===== config.mk =====
export PLATFORM = sky130hd
export DESIGN_NAME = isf_status_regs
export DESIGN_NICKNAME = d
export VERILOG_FILES = /design/src/logic/isf_pkg.sv /design/src/logic/isf_edge_detect.sv /design/src/logic/isf_miss_detect.sv /design/src/logic/isf_status_regs.sv
export SDC_FILE = /design/constraint.sdc
export NUM_CORES = 1
export LEC_CHECK = 0
export BUFFER_PORTS_ARGS = -buffer_cell sky130_fd_sc_hd__buf_2
export CAP_MARGIN = 20
export CORE_ASPECT_RATIO = 2
export CORE_MARGIN = 10
export CORE_UTILIZATION = 48
export CTS_BUF_LIST = sky130_fd_sc_hd__clkbuf_4
export CTS_CLUSTER_DIAMETER = 200
export DETAILED_ROUTE_END_ITERATION = 12
export GPL_TIMING_DRIVEN = 0
export PLACE_DENSITY_LB_ADDON = 0.15
export SYNTH_ARGS = -nofsm -noshare
export SYNTH_HDL_FRONTEND = slang
export SYNTH_SLANG_ARGS = --single-unit

===== constraint.sdc =====
create_clock -name mclk -period 1.8 [get_ports mclk]
set_input_delay 0.18 -clock mclk [delete_from_list [all_inputs] [get_ports mclk]]
set_output_delay 0.18 -clock mclk [all_outputs]
set_load 0.01 [all_outputs]

===== src/logic/isf_pkg.sv =====
/*
 Constants for the input status interrupt flag block: register offsets,
 field positions, reset values, operating modes and timing figures.
 Assumes a byte-wide register port with a 7-bit address.
*/
package isf_pkg;
  // Register offsets
  localparam logic [6:0] ISF_OFS_STATUS_LOW   = 7'h05;
  localparam logic [6:0] ISF_OFS_STATUS_MID   = 7'h06;
  localparam logic [6:0] ISF_OFS_FREQ_TOP     = 7'h07;
  localparam logic [6:0] ISF_OFS_SOURCE_SEL   = 7'h4b;
  // Field positions, low byte
  localparam int ISF_BIT_REF1_SE   = 2;
  localparam int ISF_BIT_REF2_SE   = 3;
  localparam int ISF_BIT_REF1_DIFF = 4;
  localparam int ISF_BIT_REF2_DIFF = 5;
  // Field positions, mid byte
  localparam int ISF_BIT_STANDBY   = 0;
  localparam int ISF_BIT_REF_LOST  = 6;
  localparam int ISF_BIT_MODE      = 7;
  // Loop select bit in the source-select register
  localparam int ISF_BIT_LOOP_SEL  = 4;
  // Reset values and implemented masks
  localparam logic [7:0] ISF_RST_LOW   = 8'hff;
  localparam logic [7:0] ISF_RST_MID   = 8'h3f;
  localparam logic [7:0] ISF_RST_FREQ  = 8'h00;
  localparam logic [7:0] ISF_RST_SRC   = 8'h00;
  localparam logic [7:0] ISF_MASK_LOW  = 8'h3c;
  localparam logic [7:0] ISF_MASK_MID  = 8'hc1;
  // Missing-cycle detector and validity input count
  localparam int         ISF_MISS_LIMIT = 2;
  localparam int         ISF_NUM_VALID  = 5;
  // Operating modes
  typedef enum logic [2:0] {
    ISF_MODE_FREE_RUN = 3'b001,
    ISF_MODE_HOLDOVER = 3'b010,
    ISF_MODE_LOCKED   = 3'b100,
    ISF_MODE_ACQUIRE  = 3'b011
  } isf_mode_e;
endpackage : isf_pkg


===== src/logic/isf_edge_detect.sv =====
/*
 Change detector: synchronises a bank of level inputs and pulses for one
 cycle on any change. Assumes inputs may be asynchronous to mclk.
*/
`timescale 1ns/1ps
module isf_edge_detect import isf_pkg::*; #(
  parameter int W = ISF_NUM_VALID
) (
  input  wire logic         mclk,
  input  wire logic         rst_n,
  input  wire logic [W-1:0] level_in,
  output logic      [W-1:0] change_pulse
);
  logic [W-1:0] sync1_reg;
  logic [W-1:0] sync2_reg;
  logic [W-1:0] last_reg;

  // Two-stage synchroniser, then history stage
  always_ff @(posedge mclk) begin
    if (!rst_n) begin
      // Reset to the valid level so release gives no false change
      sync1_reg <= '1;
      sync2_reg <= '1;
      last_reg  <= '1;
    end else begin
      sync1_reg <= level_in;
      sync2_reg <= sync1_reg;
      last_reg  <= sync2_reg;
    end
  end

  // Pulse on either direction of change
  assign change_pulse = sync2_reg ^ last_reg;
endmodule : isf_edge_detect


===== src/logic/isf_miss_detect.sv =====
/*
 Fast loss detector: counts sample ticks with no reference edge and flags
 once the count reaches the missing-cycle limit. Assumes ref edges and the
 expected-cycle tick are synchronous single-cycle pulses.
*/
`timescale 1ns/1ps
module isf_miss_detect import isf_pkg::*; (
  input  wire logic mclk,
  input  wire logic rst_n,
  input  wire logic ref_edge,
  input  wire logic cycle_tick,
  output logic      lost_pulse
);
  logic [1:0] miss_reg;
  logic       seen_reg;

  // Count expected cycles that passed with no edge
  always_ff @(posedge mclk) begin
    if (!rst_n) begin
      miss_reg <= 2'h0;
      seen_reg <= 1'b0;
    end else if (cycle_tick) begin
      seen_reg <= ref_edge;
      if (seen_reg || ref_edge)
        miss_reg <= 2'h0;
      else if (miss_reg != 2'(ISF_MISS_LIMIT))
        miss_reg <= miss_reg + 2'h1;
    end else if (ref_edge) begin
      seen_reg <= 1'b1;
    end
  end

  // One pulse when the limit is first reached
  assign lost_pulse = cycle_tick && !seen_reg && !ref_edge
                      && (miss_reg == 2'(ISF_MISS_LIMIT - 1));
endmodule : isf_miss_detect


===== src/logic/isf_status_regs.sv =====
/*
 Input status interrupt flags: two latched write-one-to-clear status bytes
 and a read-only loop frequency top-bits byte on a byte register port.
 Assumes validity levels may be asynchronous; mode, frequency and ref
 edge/tick inputs are synchronous to mclk.
*/
//
// Contract
// Low byte holds status bits 7..0; positions 7,6,1,0 unused.
// Bit 3 flags ref2 single-ended validity change, bit 2 ref1.
// Bit 5 flags ref2 differential validity change, bit 4 ref1.
// Flags stay latched; writing one clears that flag.
// Mid byte bit 7 sets on any operating mode change.
// Mid byte bit 6 sets after 2 missing primary loop ref cycles.
// Reference-lost flag suppressed in free-run or holdover.
// Mid byte bit 0 flags stand-by validity change; bits 5..1 unused.
// Read-only byte returns loop frequency bits 18..16 in bits 2..0.
// Select bit zero reports primary loop, one reports secondary.
// A set in the same cycle as a clear wins.
`timescale 1ns/1ps
module isf_status_regs import isf_pkg::*; (
  input  wire logic        mclk,
  input  wire logic        rst_n,
  input  wire logic [6:0]  reg_addr,
  input  wire logic        reg_wr,
  input  wire logic [7:0]  reg_wdata,
  input  wire logic        reg_rd,
  output logic      [7:0]  reg_rdata,
  input  wire logic        ref1_se_valid,
  input  wire logic        ref2_se_valid,
  input  wire logic        ref1_diff_valid,
  input  wire logic        ref2_diff_valid,
  input  wire logic        standby_valid,
  input  wire logic [2:0]  op_mode,
  input  wire logic        primary_ref_edge,
  input  wire logic        primary_cycle_tick,
  input  wire logic [18:0] primary_loop_freq,
  input  wire logic [18:0] secondary_loop_freq,
  output logic      [7:0]  irq_status_low_byte,
  output logic      [7:0]  irq_status_mid_byte
);
  logic [7:0]            low_reg;
  logic [7:0]            mid_reg;
  logic [7:0]            src_sel_reg;
  logic [7:0]            rdata_reg;
  logic [2:0]            mode_last_reg;
  logic [ISF_NUM_VALID-1:0] valid_bus;
  logic [ISF_NUM_VALID-1:0] change;
  logic                  lost_raw;
  logic                  ref_lost_event;
  logic                  mode_event;
  logic [7:0]            low_set;
  logic [7:0]            mid_set;
  logic [7:0]            low_clr;
  logic [7:0]            mid_clr;
  logic [7:0]            freq_top;
  logic                  in_fallback;

  assign valid_bus = {standby_valid, ref2_diff_valid, ref1_diff_valid,
                      ref2_se_valid, ref1_se_valid};

  // Validity change detection
  isf_edge_detect #(.W(ISF_NUM_VALID)) u_edges (
    .mclk         (mclk),
    .rst_n        (rst_n),
    .level_in     (valid_bus),
    .change_pulse (change)
  );

  // Fast loss detection on the primary loop reference
  isf_miss_detect u_miss (
    .mclk       (mclk),
    .rst_n      (rst_n),
    .ref_edge   (primary_ref_edge),
    .cycle_tick (primary_cycle_tick),
    .lost_pulse (lost_raw)
  );

  // Mode history for change detection
  always_ff @(posedge mclk) begin
    if (!rst_n)
      mode_last_reg <= ISF_MODE_FREE_RUN;
    else
      mode_last_reg <= op_mode;
  end

  assign mode_event  = (op_mode != mode_last_reg);
  assign in_fallback = (op_mode == ISF_MODE_FREE_RUN)
                       || (op_mode == ISF_MODE_HOLDOVER);
  assign ref_lost_event = lost_raw && !in_fallback;

  // Set vectors for the two status bytes
  always_comb begin
    low_set = 8'h00;
    mid_set = 8'h00;
    low_set[ISF_BIT_REF1_SE]   = change[0];
    low_set[ISF_BIT_REF2_SE]   = change[1];
    low_set[ISF_BIT_REF1_DIFF] = change[2];
    low_set[ISF_BIT_REF2_DIFF] = change[3];
    mid_set[ISF_BIT_STANDBY]   = change[4];
    mid_set[ISF_BIT_REF_LOST]  = ref_lost_event;
    mid_set[ISF_BIT_MODE]      = mode_event;
  end

  // Write-one-to-clear strobes
  assign low_clr = (reg_wr && reg_addr == ISF_OFS_STATUS_LOW) ? reg_wdata : 8'h00;
  assign mid_clr = (reg_wr && reg_addr == ISF_OFS_STATUS_MID) ? reg_wdata : 8'h00;

  // Latched flags; unused positions keep their reset value
  always_ff @(posedge mclk) begin
    if (!rst_n) begin
      low_reg <= ISF_RST_LOW;
      mid_reg <= ISF_RST_MID;
    end else begin
      low_reg <= (low_reg & ~(low_clr & ISF_MASK_LOW)) | low_set;
      mid_reg <= (mid_reg & ~(mid_clr & ISF_MASK_MID)) | mid_set;
    end
  end

  // Source-select configuration register
  always_ff @(posedge mclk) begin
    if (!rst_n)
      src_sel_reg <= ISF_RST_SRC;
    else if (reg_wr && reg_addr == ISF_OFS_SOURCE_SEL)
      src_sel_reg <= reg_wdata;
  end

  // Frequency top bits from the selected loop
  always_comb begin
    freq_top = ISF_RST_FREQ;
    if (src_sel_reg[ISF_BIT_LOOP_SEL])
      freq_top[2:0] = secondary_loop_freq[18:16];
    else
      freq_top[2:0] = primary_loop_freq[18:16];
  end

  // Registered read data; unmapped addresses read zero
  always_ff @(posedge mclk) begin
    if (!rst_n)
      rdata_reg <= 8'h00;
    else if (reg_rd) begin
      case (reg_addr)
        ISF_OFS_STATUS_LOW: rdata_reg <= low_reg;
        ISF_OFS_STATUS_MID: rdata_reg <= mid_reg;
        ISF_OFS_FREQ_TOP:   rdata_reg <= freq_top;
        ISF_OFS_SOURCE_SEL: rdata_reg <= src_sel_reg;
        default:            rdata_reg <= 8'h00;
      endcase
    end
  end

  assign reg_rdata           = rdata_reg;
  assign irq_status_low_byte = low_reg;
  assign irq_status_mid_byte = mid_reg;

  // Flags that must survive, or must be wiped, at the coming edge
  logic [7:0] low_keep;
  logic [7:0] mid_keep;
  logic [7:0] low_wipe;
  logic [7:0] mid_wipe;
  assign low_keep = low_reg & ~low_clr;
  assign mid_keep = mid_reg & ~mid_clr;
  assign low_wipe = low_clr & ISF_MASK_LOW & ~low_set;
  assign mid_wipe = mid_clr & ISF_MASK_MID & ~mid_set;
endmodule : isf_status_regs


==> results.cfg, run 1 <==
[cts]
cts_max_level = 2
cts.clk_slew.worst_paths_ns = 0.12
root_buffer = clkbuf_4
clock_latency_ns = 0.36
cts_tree = done
clock_path_buffers = 2
cts.sink_count = 44
cts-buffers-inserted = 5
cts_setup_buffers = 0

[routing]
via_count = 1564
via_per_inst = 4.872
top_layer = met4
wl_per_cell_um = 14.02
drc_errors = 0
met3_length_um = 252
routed_wl_um = 4499
wl_met1_um = 1561
met2_length_um = 2584
drt_iter0_drc = 46
drtPass1Iterations = 4
ant_nets = 0

[finish]
final_nets = 339
synthToLayoutAreaGrowth_pct = 22.17
fillers = 389
regArea_um2 = 880.8
drive_above_1_share_pct = 27.04
final_area_um2 = 2337
multi_input_area_um2 = 924.6
final_core_util_pct = 60.81
diodes = 0

[yosys]
ys.flop_type = dfxtp_1
synth_seq_area_share_pct = 46.04
yosys-top-cells-count = dfxtp_1, nand2_1, nand2b_1
postSynthAreaPerCell_um2 = 9.424
yosysMostFrequentCell = dfxtp_1
synthTopCellsByArea = dfxtp_1, nand2b_1, nand2_1, a21boi_0, nand3_1
synth_top_area_share_pct = 46.04
yosysUniqueCellTypes = 41
synthesis.area_um2 = 1913
yosys_warnings = 0
synth_edf_count = 0
ys_async_sr_fraction_pct = 0
synthCells = 203
synth_area_leader_cell = dfxtp_1
synth-seq-cells = 44

[run_status]
status = finished clean

[power]
p_total_mw = 1.648
p_leak_nw = 0.9603
p_per_area_nw_per_um2 = 705.1
max-vdd-ir-drop_v = 0.0005508

[flow_run]
drv_cap = 0

[critical_path]
critPathRequiredTime_ns = 2.06
cp-end-kind = flop
worstSetupStartpointType = input pin
path_class = input pin to flop
cp.arrival_ns = 1.68
crit_fanout = 6

[sta]
rsz0062_at_grt = no
period_needed_ns = 1.421
fin_worst_skew_ns = 0.009868
fin_tns_setup_ns = 0
slew_headroom_pct = 62.77
drv_slew = 0
period_share_pct = 78.94
hold_violations = 0
setup_violations = 0
fmax_mhz = 703.7
worst_pin_slew_ns = 0.5541

[hold_path]
hold_path.class = input pin to flop

[floorplan]
die-area_um2 = 7064
start_util_pct = 49.77
die_x_um = 64.64
core_um2 = 3844
rows = 32
ioPinCount = 91
die_h_um = 109.3

[global_routing]
grt_pass1_vias = 1694
grt_start_max_net_pins = 14
grtUsageTotal_pct = 13.37
grt_pass1_wl_um = 7521
antenna_found_initial = 0
grt-ovfl-total = 0

[placement]
hpwl_um = 3696
gp_congestion = 0.7605
dpl-instance-area_um2 = 2247
io_buffers = 48
==> per-layer routing <==
| layer | track usage [%] | up-vias |
|---|---|---|
| met5 | 0 | - |
| met4 | 6.923 | 0 |
| met3 | 4.008 | 9 |
| met2 | 26.91 | 38 |
| met1 | 10.97 | 703 |
| li1 | - | 814 |
==> what timing repair did <==
item                      in CTS  in global routing
gates resized for setup        0                  0
hold buffers                   4                  0
hold endpoints to repair       4                  0
==> worst paths after layout <==
kind	startpoint	endpoint	slack (ns)	cells past startpoint
worst min register to register	u_edges.sync1_reg[4]$_SDFF_PN1_	u_edges.sync2_reg[4]$_SDFF_PN1_	0.42	1
worst max register to register	src_sel_reg[4]$_SDFFE_PN0P_	reg_rdata[0]$_SDFFE_PN0P_	0.45	5
worst max-delay path	reg_addr[6]	irq_status_mid_byte[7]$_SDFF_PN0_	0.38	6
worst min-delay path	standby_valid	u_edges.sync1_reg[4]$_SDFF_PN1_	0.008	2
==> critical path, cell delays in order <==
cell,delay (ns)
buf_2,0.10
or3b_1,0.38
buf_6,0.15
nor4b_4,0.41
a31oi_1,0.15
o41a_1,0.32
==> layout make-up <==
| cell class | instances | area share [%] |
|---|---|---|
| plain buffers | 20 | 5.086 |
| clock buffers | 5 | 1.606 |
| clock inverters | 2 | 0.5353 |
| inverters | 5 | 0.8030 |
| multi-input cells | 142 | 39.56 |
| flip-flops and latches | 44 | 37.69 |
| well taps | 51 | 2.730 |
| repair buffers | 52 | 11.99 |
==> cells by family (layout without fill, tap and decap cells) <==
group                      count (synthesis)  after routing  synth area share, %
AOI/OAI and AO/OA                         44             44                16.81
xor gates and xnor gates                   9              9                4.121
adders and majority gates                  2              2                1.308
buffers and inverters                     25             84                7.194
DFF                                       44             44                46.04
muxes                                      3              3                1.570
other                                      1              9               0.1960
and+or+nand+nor                           75             75                22.76
==> where the power goes <==
part	total [mW]	leakage, nW	switching [mW]	internal (mW)
sequential	1.01	0.359	0.0101	0.996
combinational	0.189	0.574	0.0949	0.0939
clock	0.453	0.0271	0.310	0.143
total	1.65	0.960	0.415	1.23
==> layout by cell type, fill, tap and decap left out, drive strengths merged, types with 2 or more instances in the layout <==
cell,instances
a21o,8
mux2i,3
dlygate4sd3,4
nor2b,4
o21ai,8
xor2,3
ha,2
nor2,2
and2,3
nor4b,2
o2bb2ai,2
nand2b,17
dfxtp,44
nand2,23
nand3,14
xnor2,6
nand4,3
inv,5
buf,60
conb,9
clkbuf,13
a21boi,10
a31oi,2
a221oi,3
a22oi,5
==> per-stage QoR <==
| step | instances | hold WS (ns) | worst slack [ns] |
|---|---|---|---|
| global placement | 310 | 0.3589 | -0.007563 |
| floorplan | 211 | 0.2815 | 0.2604 |
| detailed placement | 310 | 0.3653 | -0.02031 |
| global route | 321 | 0.01019 | 0.3153 |
| CTS | 321 | 0.003737 | 0.3707 |
| finish | 321 | 0.008373 | 0.3790 |
No activity file was read; power rests on OpenSTA's default activity.
==> run 2, diff against run 1 <==
ABC_AREA = 1   (was default)
CORE_UTILIZATION = 43   (was 48)
clock period = 1.3 ns   (was 1.8 ns; I/O delays follow)
==> run 2 against run 1 <==
Die area grew 11%. Global-route usage shrank 1.1 points. Count of clock-buffer cells in the layout is the same. Critical path type is now flop to flop. Design area grew 5.5%. Clock skew shrank 0.0022 ns. Sequential cell count is the same. Clock power grew 87%. Power grew 54%. Register-to-register slack lost 0.31 ns. Synthesized cell count grew 18%.
==> results.cfg, run 2 <==
[run_status]
status = finished clean

[cts]
clock_path_buffers = 2
cts-buffers-inserted = 5
cts_max_level = 2
cts.sink_count = 44
cts_tree = done
cts.clk_slew.worst_paths_ns = 0.13
clock_latency_ns = 0.36
root_buffer = clkbuf_4

[power]
p_leak_nw = 1.134
p_per_area_nw_per_um2 = 1030
clockPowerShare_pct = 33.4
max-vdd-ir-drop_v = 0.0009460
combPwrFrac_pct = 11.4
p_switching_mw = 0.6164
power.internal_mw = 1.922
p_total_mw = 2.539
switching_share_pct = 24.28
seqPwrFrac_pct = 55.2

[yosys]
ys_async_sr_fraction_pct = 0
synth_seq_area_share_pct = 45.04
yosys-top-cells-count = nand2_1, dfxtp_1, nand3_1
synthesis.area_um2 = 1956
yosys_warnings = 0
synthCells = 239
postSynthAreaPerCell_um2 = 8.183
yosysMostFrequentCell = nand2_1
ys.flop_type = dfxtp_1
synth_area_leader_cell = dfxtp_1
synthTopCellsByArea = dfxtp_1, nand2_1, nand3_1, or2_2, a21oi_1
synth_edf_count = 0
yosysUniqueCellTypes = 27
synth_top_area_share_pct = 45.04
synth-seq-cells = 44

[sta]
setup_violations = 0
period_needed_ns = 1.164
period_share_pct = 89.53
rsz0062_at_grt = no
fin_worst_skew_ns = 0.007702
drv_slew = 0
fmax_mhz = 859.1
hold_violations = 0
worst_pin_slew_ns = 0.5343
worst_hold_slack_ns = 0.01268
slew_headroom_pct = 64.38
fin_tns_setup_ns = 0

[routing]
via_count = 1661
ant_nets = 0
via_per_inst = 4.538
routed_wl_um = 4560
drtPass1Iterations = 4
drc_errors = 0
wl_per_cell_um = 12.46
drt_iter0_drc = 46

[finish]
final_common_cell = buf_2
synthToLayoutAreaGrowth_pct = 26.04
diodes = 0
drive_above_1_share_pct = 33.01
final_nets = 380
final_area_um2 = 2465
final_cell_mix = buf_2, nand2_1, dfxtp_1

[floorplan]
die_h_um = 115.4
core_um2 = 4382
rows = 34
die-area_um2 = 7809
ioPinCount = 91
die_x_um = 67.69
start_util_pct = 44.63

[placement]
gp_congestion = 0.8102
dpl-instance-area_um2 = 2293
io_buffers = 48
hpwl_um = 3767

[hold_path]
hold_path.class = input pin to flop

[global_routing]
grt_pass1_vias = 1765
grt_pass1_wl_um = 7514
grtUsageTotal_pct = 12.30
grt_start_max_net_pins = 15
grt-ovfl-total = 0
antenna_found_initial = 0

[critical_path]
cp.arrival_ns = 1.40
path_class = flop to flop
crit_fanout = 5
cp-end-kind = flop
worstSetupStartpointType = flop
critPathRequiredTime_ns = 1.53

[flow_run]
drv_cap = 0
[run 2: cell types whose count changed after synthesis, moves of 5 or more]
cell / delta
nor2_4: +5
a21boi_0: -10
nand2_1: +23
clkbuf_1: -5
a21o_1: -8
a21oi_1: +16
or2_2: +15
inv_1: +14
a22oi_1: -5
nand3_1: +14
nand2b_1: -17
[run 2: cells by family (layout without fill, tap and decap cells)]
kind of cell / after synthesis / count (layout) / synth area share, %
compound gates: 34 / 34 / 9.917
flops: 44 / 44 / 45.04
xor+xnor: 8 / 8 / 3.583
fa+ha+maj: 2 / 2 / 1.279
simple gates: 114 / 114 / 30.39
buf+inv: 36 / 101 / 9.597
other cells: 1 / 9 / 0.1918
[run 2: per-stage QoR]
step | worst slack, ns | std cells | util, %
global route | 0.03834 | 366 | 56.25
finish | 0.1361 | 366 | 56.25
detailed placement | 0.07756 | 349 | 52.34
CTS | 0.05605 | 366 | 56.23
global placement | 0.09448 | 349 | 52.34
floorplan | 0.2949 | 247 | -
[run 2: metal layers]
layer	routed length, um	GRT usage (%)	vias up
met2	2629	24.39	36
met4	125	5.510	0
met1	1527	10.05	719
met5	0	0	-
met3	276	3.996	9
li1	-	-	897
[run 2: area by class of cell]
class,count,area (um2)
clock inverter,3,42.54
tap,54,67.56
buffer,15,108.9
inverter,21,78.83
multi-input combinational,167,917.1
clock buffer,5,37.54
sequential,44,882.1
fill,448,1917
timing repair buffer,57,330.3
[run 2: path summary, 6_finish.rpt]
kind                                   start                               to  slack, ns  cells past startpoint
max              src_sel_reg[4]$_SDFFE_PN0P_        reg_rdata[2]$_SDFFE_PN0P_       0.14                      7
min reg2reg  u_edges.sync1_reg[2]$_SDFF_PN1_  u_edges.sync2_reg[2]$_SDFF_PN1_       0.43                      1
min                         primary_ref_edge     u_miss.seen_reg$_SDFFE_PN0P_       0.01                      3
max reg2reg      src_sel_reg[4]$_SDFFE_PN0P_        reg_rdata[2]$_SDFFE_PN0P_       0.14                      7
[run 2: repair_timing]
action,in CTS,in global routing
endpoints found under the setup margin,0,2
setup buffers,0,0
hold buffers,9,0
gates resized for setup,0,1
hold endpoints to repair,9,0
[run 2: worst max-delay path: stages (launching register included)]
cell and delay, ns:
dfxtp_2 0.41, inv_1 0.10, nand2_1 0.07, nand2_1 0.05, nand3_1 0.12, nand2_1 0.06, o21ai_0 0.15, a21oi_1 0.08
[run 2: power by group through the flow]
stage,Clock (mW),Sequential [mW],Combinational [mW]
6_report,0.849,1.40,0.289
4_1_cts,0.865,1.40,0.291
5_1_grt,0.914,1.41,0.324
3_5_place_dp,0,1.43,0.270
2_1_floorplan,0,1.43,0.165
3_3_place_gp,0,1.43,0.266
==> run 3, diff against run 2 <==
CTS_BUF_LIST = sky130_fd_sc_hd__clkbuf_8   (was sky130_fd_sc_hd__clkbuf_4)
==> run 3 against run 2 <==
Worst hold slack lost 0.00075 ns. Global-route usage shrank 0.076 points. Sequential cell count is the same. Critical path type unchanged. Highest routed layer unchanged.
==> results.cfg, run 3 (synthesized netlist as in run 2, its figures left out) <==
[flow_run]
drv_cap = 0

[power]
p_per_area_nw_per_um2 = 1139
p_total_mw = 2.774
p_leak_nw = 1.124
max-vdd-ir-drop_v = 0.0008904

[sta]
fmax_mhz = 872.9
period_share_pct = 88.13
period_needed_ns = 1.146
setup_violations = 0
drv_slew = 0
slew_headroom_pct = 62.88
worst_pin_slew_ns = 0.5568
rsz0062_at_grt = no
fin_tns_setup_ns = 0
hold_violations = 0
fin_worst_skew_ns = 0.004683
worst_hold_slack_ns = 0.01193

[cts]
cts_setup_buffers = 0
clock_latency_ns = 0.30
cts_tree = done
cts.sink_count = 44
cts_max_level = 2
cts-buffers-inserted = 5
cts.clk_slew.worst_paths_ns = 0.08
clock_path_buffers = 2
root_buffer = clkbuf_8

[routing]
routed_wl_um = 4532
drt_iter0_drc = 63
ant_nets = 0
via_count = 1642
wl_per_cell_um = 12.62
via_per_inst = 4.574
drc_errors = 0
drtPass1Iterations = 4

[finish]
fillers = 446
diodes = 0
final_nets = 373
fin_cells = 359
final_core_util_pct = 55.60
final_common_cell = buf_2
synthToLayoutAreaGrowth_pct = 24.57
drive_above_1_share_pct = 34.10
final_cell_mix = buf_2, nand2_1, dfxtp_1

[floorplan]
die_x_um = 67.69
ioPinCount = 91
die_h_um = 115.4
core_um2 = 4382
die-area_um2 = 7809
start_util_pct = 44.63
rows = 34

[placement]
dp_cells = 349
io_buffers = 48
gp_congestion = 0.8102
hpwl_um = 3767

[hold_path]
min_to = u_edges.sync1_reg[1]$_SDFF_PN1_
hold_start = ref2_se_valid
hold_path.class = input pin to flop
hold_path_depth = 2

[global_routing]
grt-ovfl-total = 0
grt_pass1_vias = 1745
grtUsageTotal_pct = 12.23
grt_pass1_wl_um = 7452
grt_start_max_net_pins = 15
antenna_found_initial = 0

[critical_path]
crit_fanout = 5
r2r_end = reg_rdata[2]$_SDFFE_PN0P_
r2r_start = src_sel_reg[4]$_SDFFE_PN0P_
worstSetupStartpointType = flop
cp.arrival_ns = 1.31
critPathRequiredTime_ns = 1.46
cp-end-kind = flop
r2r_setup_slack_ns = 0.15
path_class = flop to flop
ff2ff_path_depth = 7

[run_status]
status = finished clean
## run 3: cell type report
| class | instances | area [um2] | area share, % |
|---|---|---|---|
| Tap cell | 54 | 67.56 | 2.773 |
| Inverter | 21 | 78.83 | 3.236 |
| Clock buffer | 6 | 82.58 | 3.390 |
| Clock inverter | 2 | 38.79 | 1.592 |
| Multi-Input combinational cell | 167 | 917.1 | 37.65 |
| Buffer | 15 | 108.9 | 4.468 |
| Sequential cell | 44 | 882.1 | 36.21 |
| Timing Repair Buffer | 50 | 260.3 | 10.68 |
## run 3: worst max-delay path, cell delays in order (launching register included)
cell and delay [ns]:
dfxtp_2 0.39, inv_1 0.10, nand2_1 0.07, nand2_1 0.05, nand3_1 0.12, nand2_1 0.06, o21ai_0 0.15, a21oi_1 0.08
## run 3: per-layer routing
metal	share of wire, %	track usage, %
met5	0	0
met4	2.4	6.198
met3	5.6	3.411
met2	58	24.07
met1	34	10.17
## run 3: power breakdown
part	switching [mW]	total, mW	internal, mW
clock network	0.473	1.10	0.628
logic	0.151	0.273	0.122
registers	0.0164	1.40	1.38
## run 3: worst max path at each step
stage | startpoint | slack, ns | end
floorplan | u_miss.miss_reg[0]$_SDFFE_PN0P_ | 0.29 | u_miss.miss_reg[1]$_SDFFE_PN0P_
global placement | reg_addr[4] | 0.09 | irq_status_mid_byte[6]$_SDFF_PN0_
detailed placement | src_sel_reg[4]$_SDFFE_PN0P_ | 0.08 | reg_rdata[2]$_SDFFE_PN0P_
CTS | src_sel_reg[4]$_SDFFE_PN0P_ | 0.06 | reg_rdata[2]$_SDFFE_PN0P_
global route | src_sel_reg[4]$_SDFFE_PN0P_ | 0.05 | reg_rdata[2]$_SDFFE_PN0P_
finish | src_sel_reg[4]$_SDFFE_PN0P_ | 0.15 | reg_rdata[2]$_SDFFE_PN0P_
## run 3: through the flow
| stage | area, um2 | worst slack, ns |
|---|---|---|
| after floorplan | 1986 | 0.2949 |
| after global placement | 2293 | 0.09448 |
| after detailed placement | 2293 | 0.07756 |
| after CTS | 2435 | 0.06415 |
| after global routing | 2436 | 0.05091 |
| final | 2436 | 0.1543 |
## run 3: what timing repair did
item	4_1_cts	5_1_grt
setup endpoints to repair	0	2
resized for setup	0	1
endpoints found under the hold margin	2	0
hold buffers	2	0
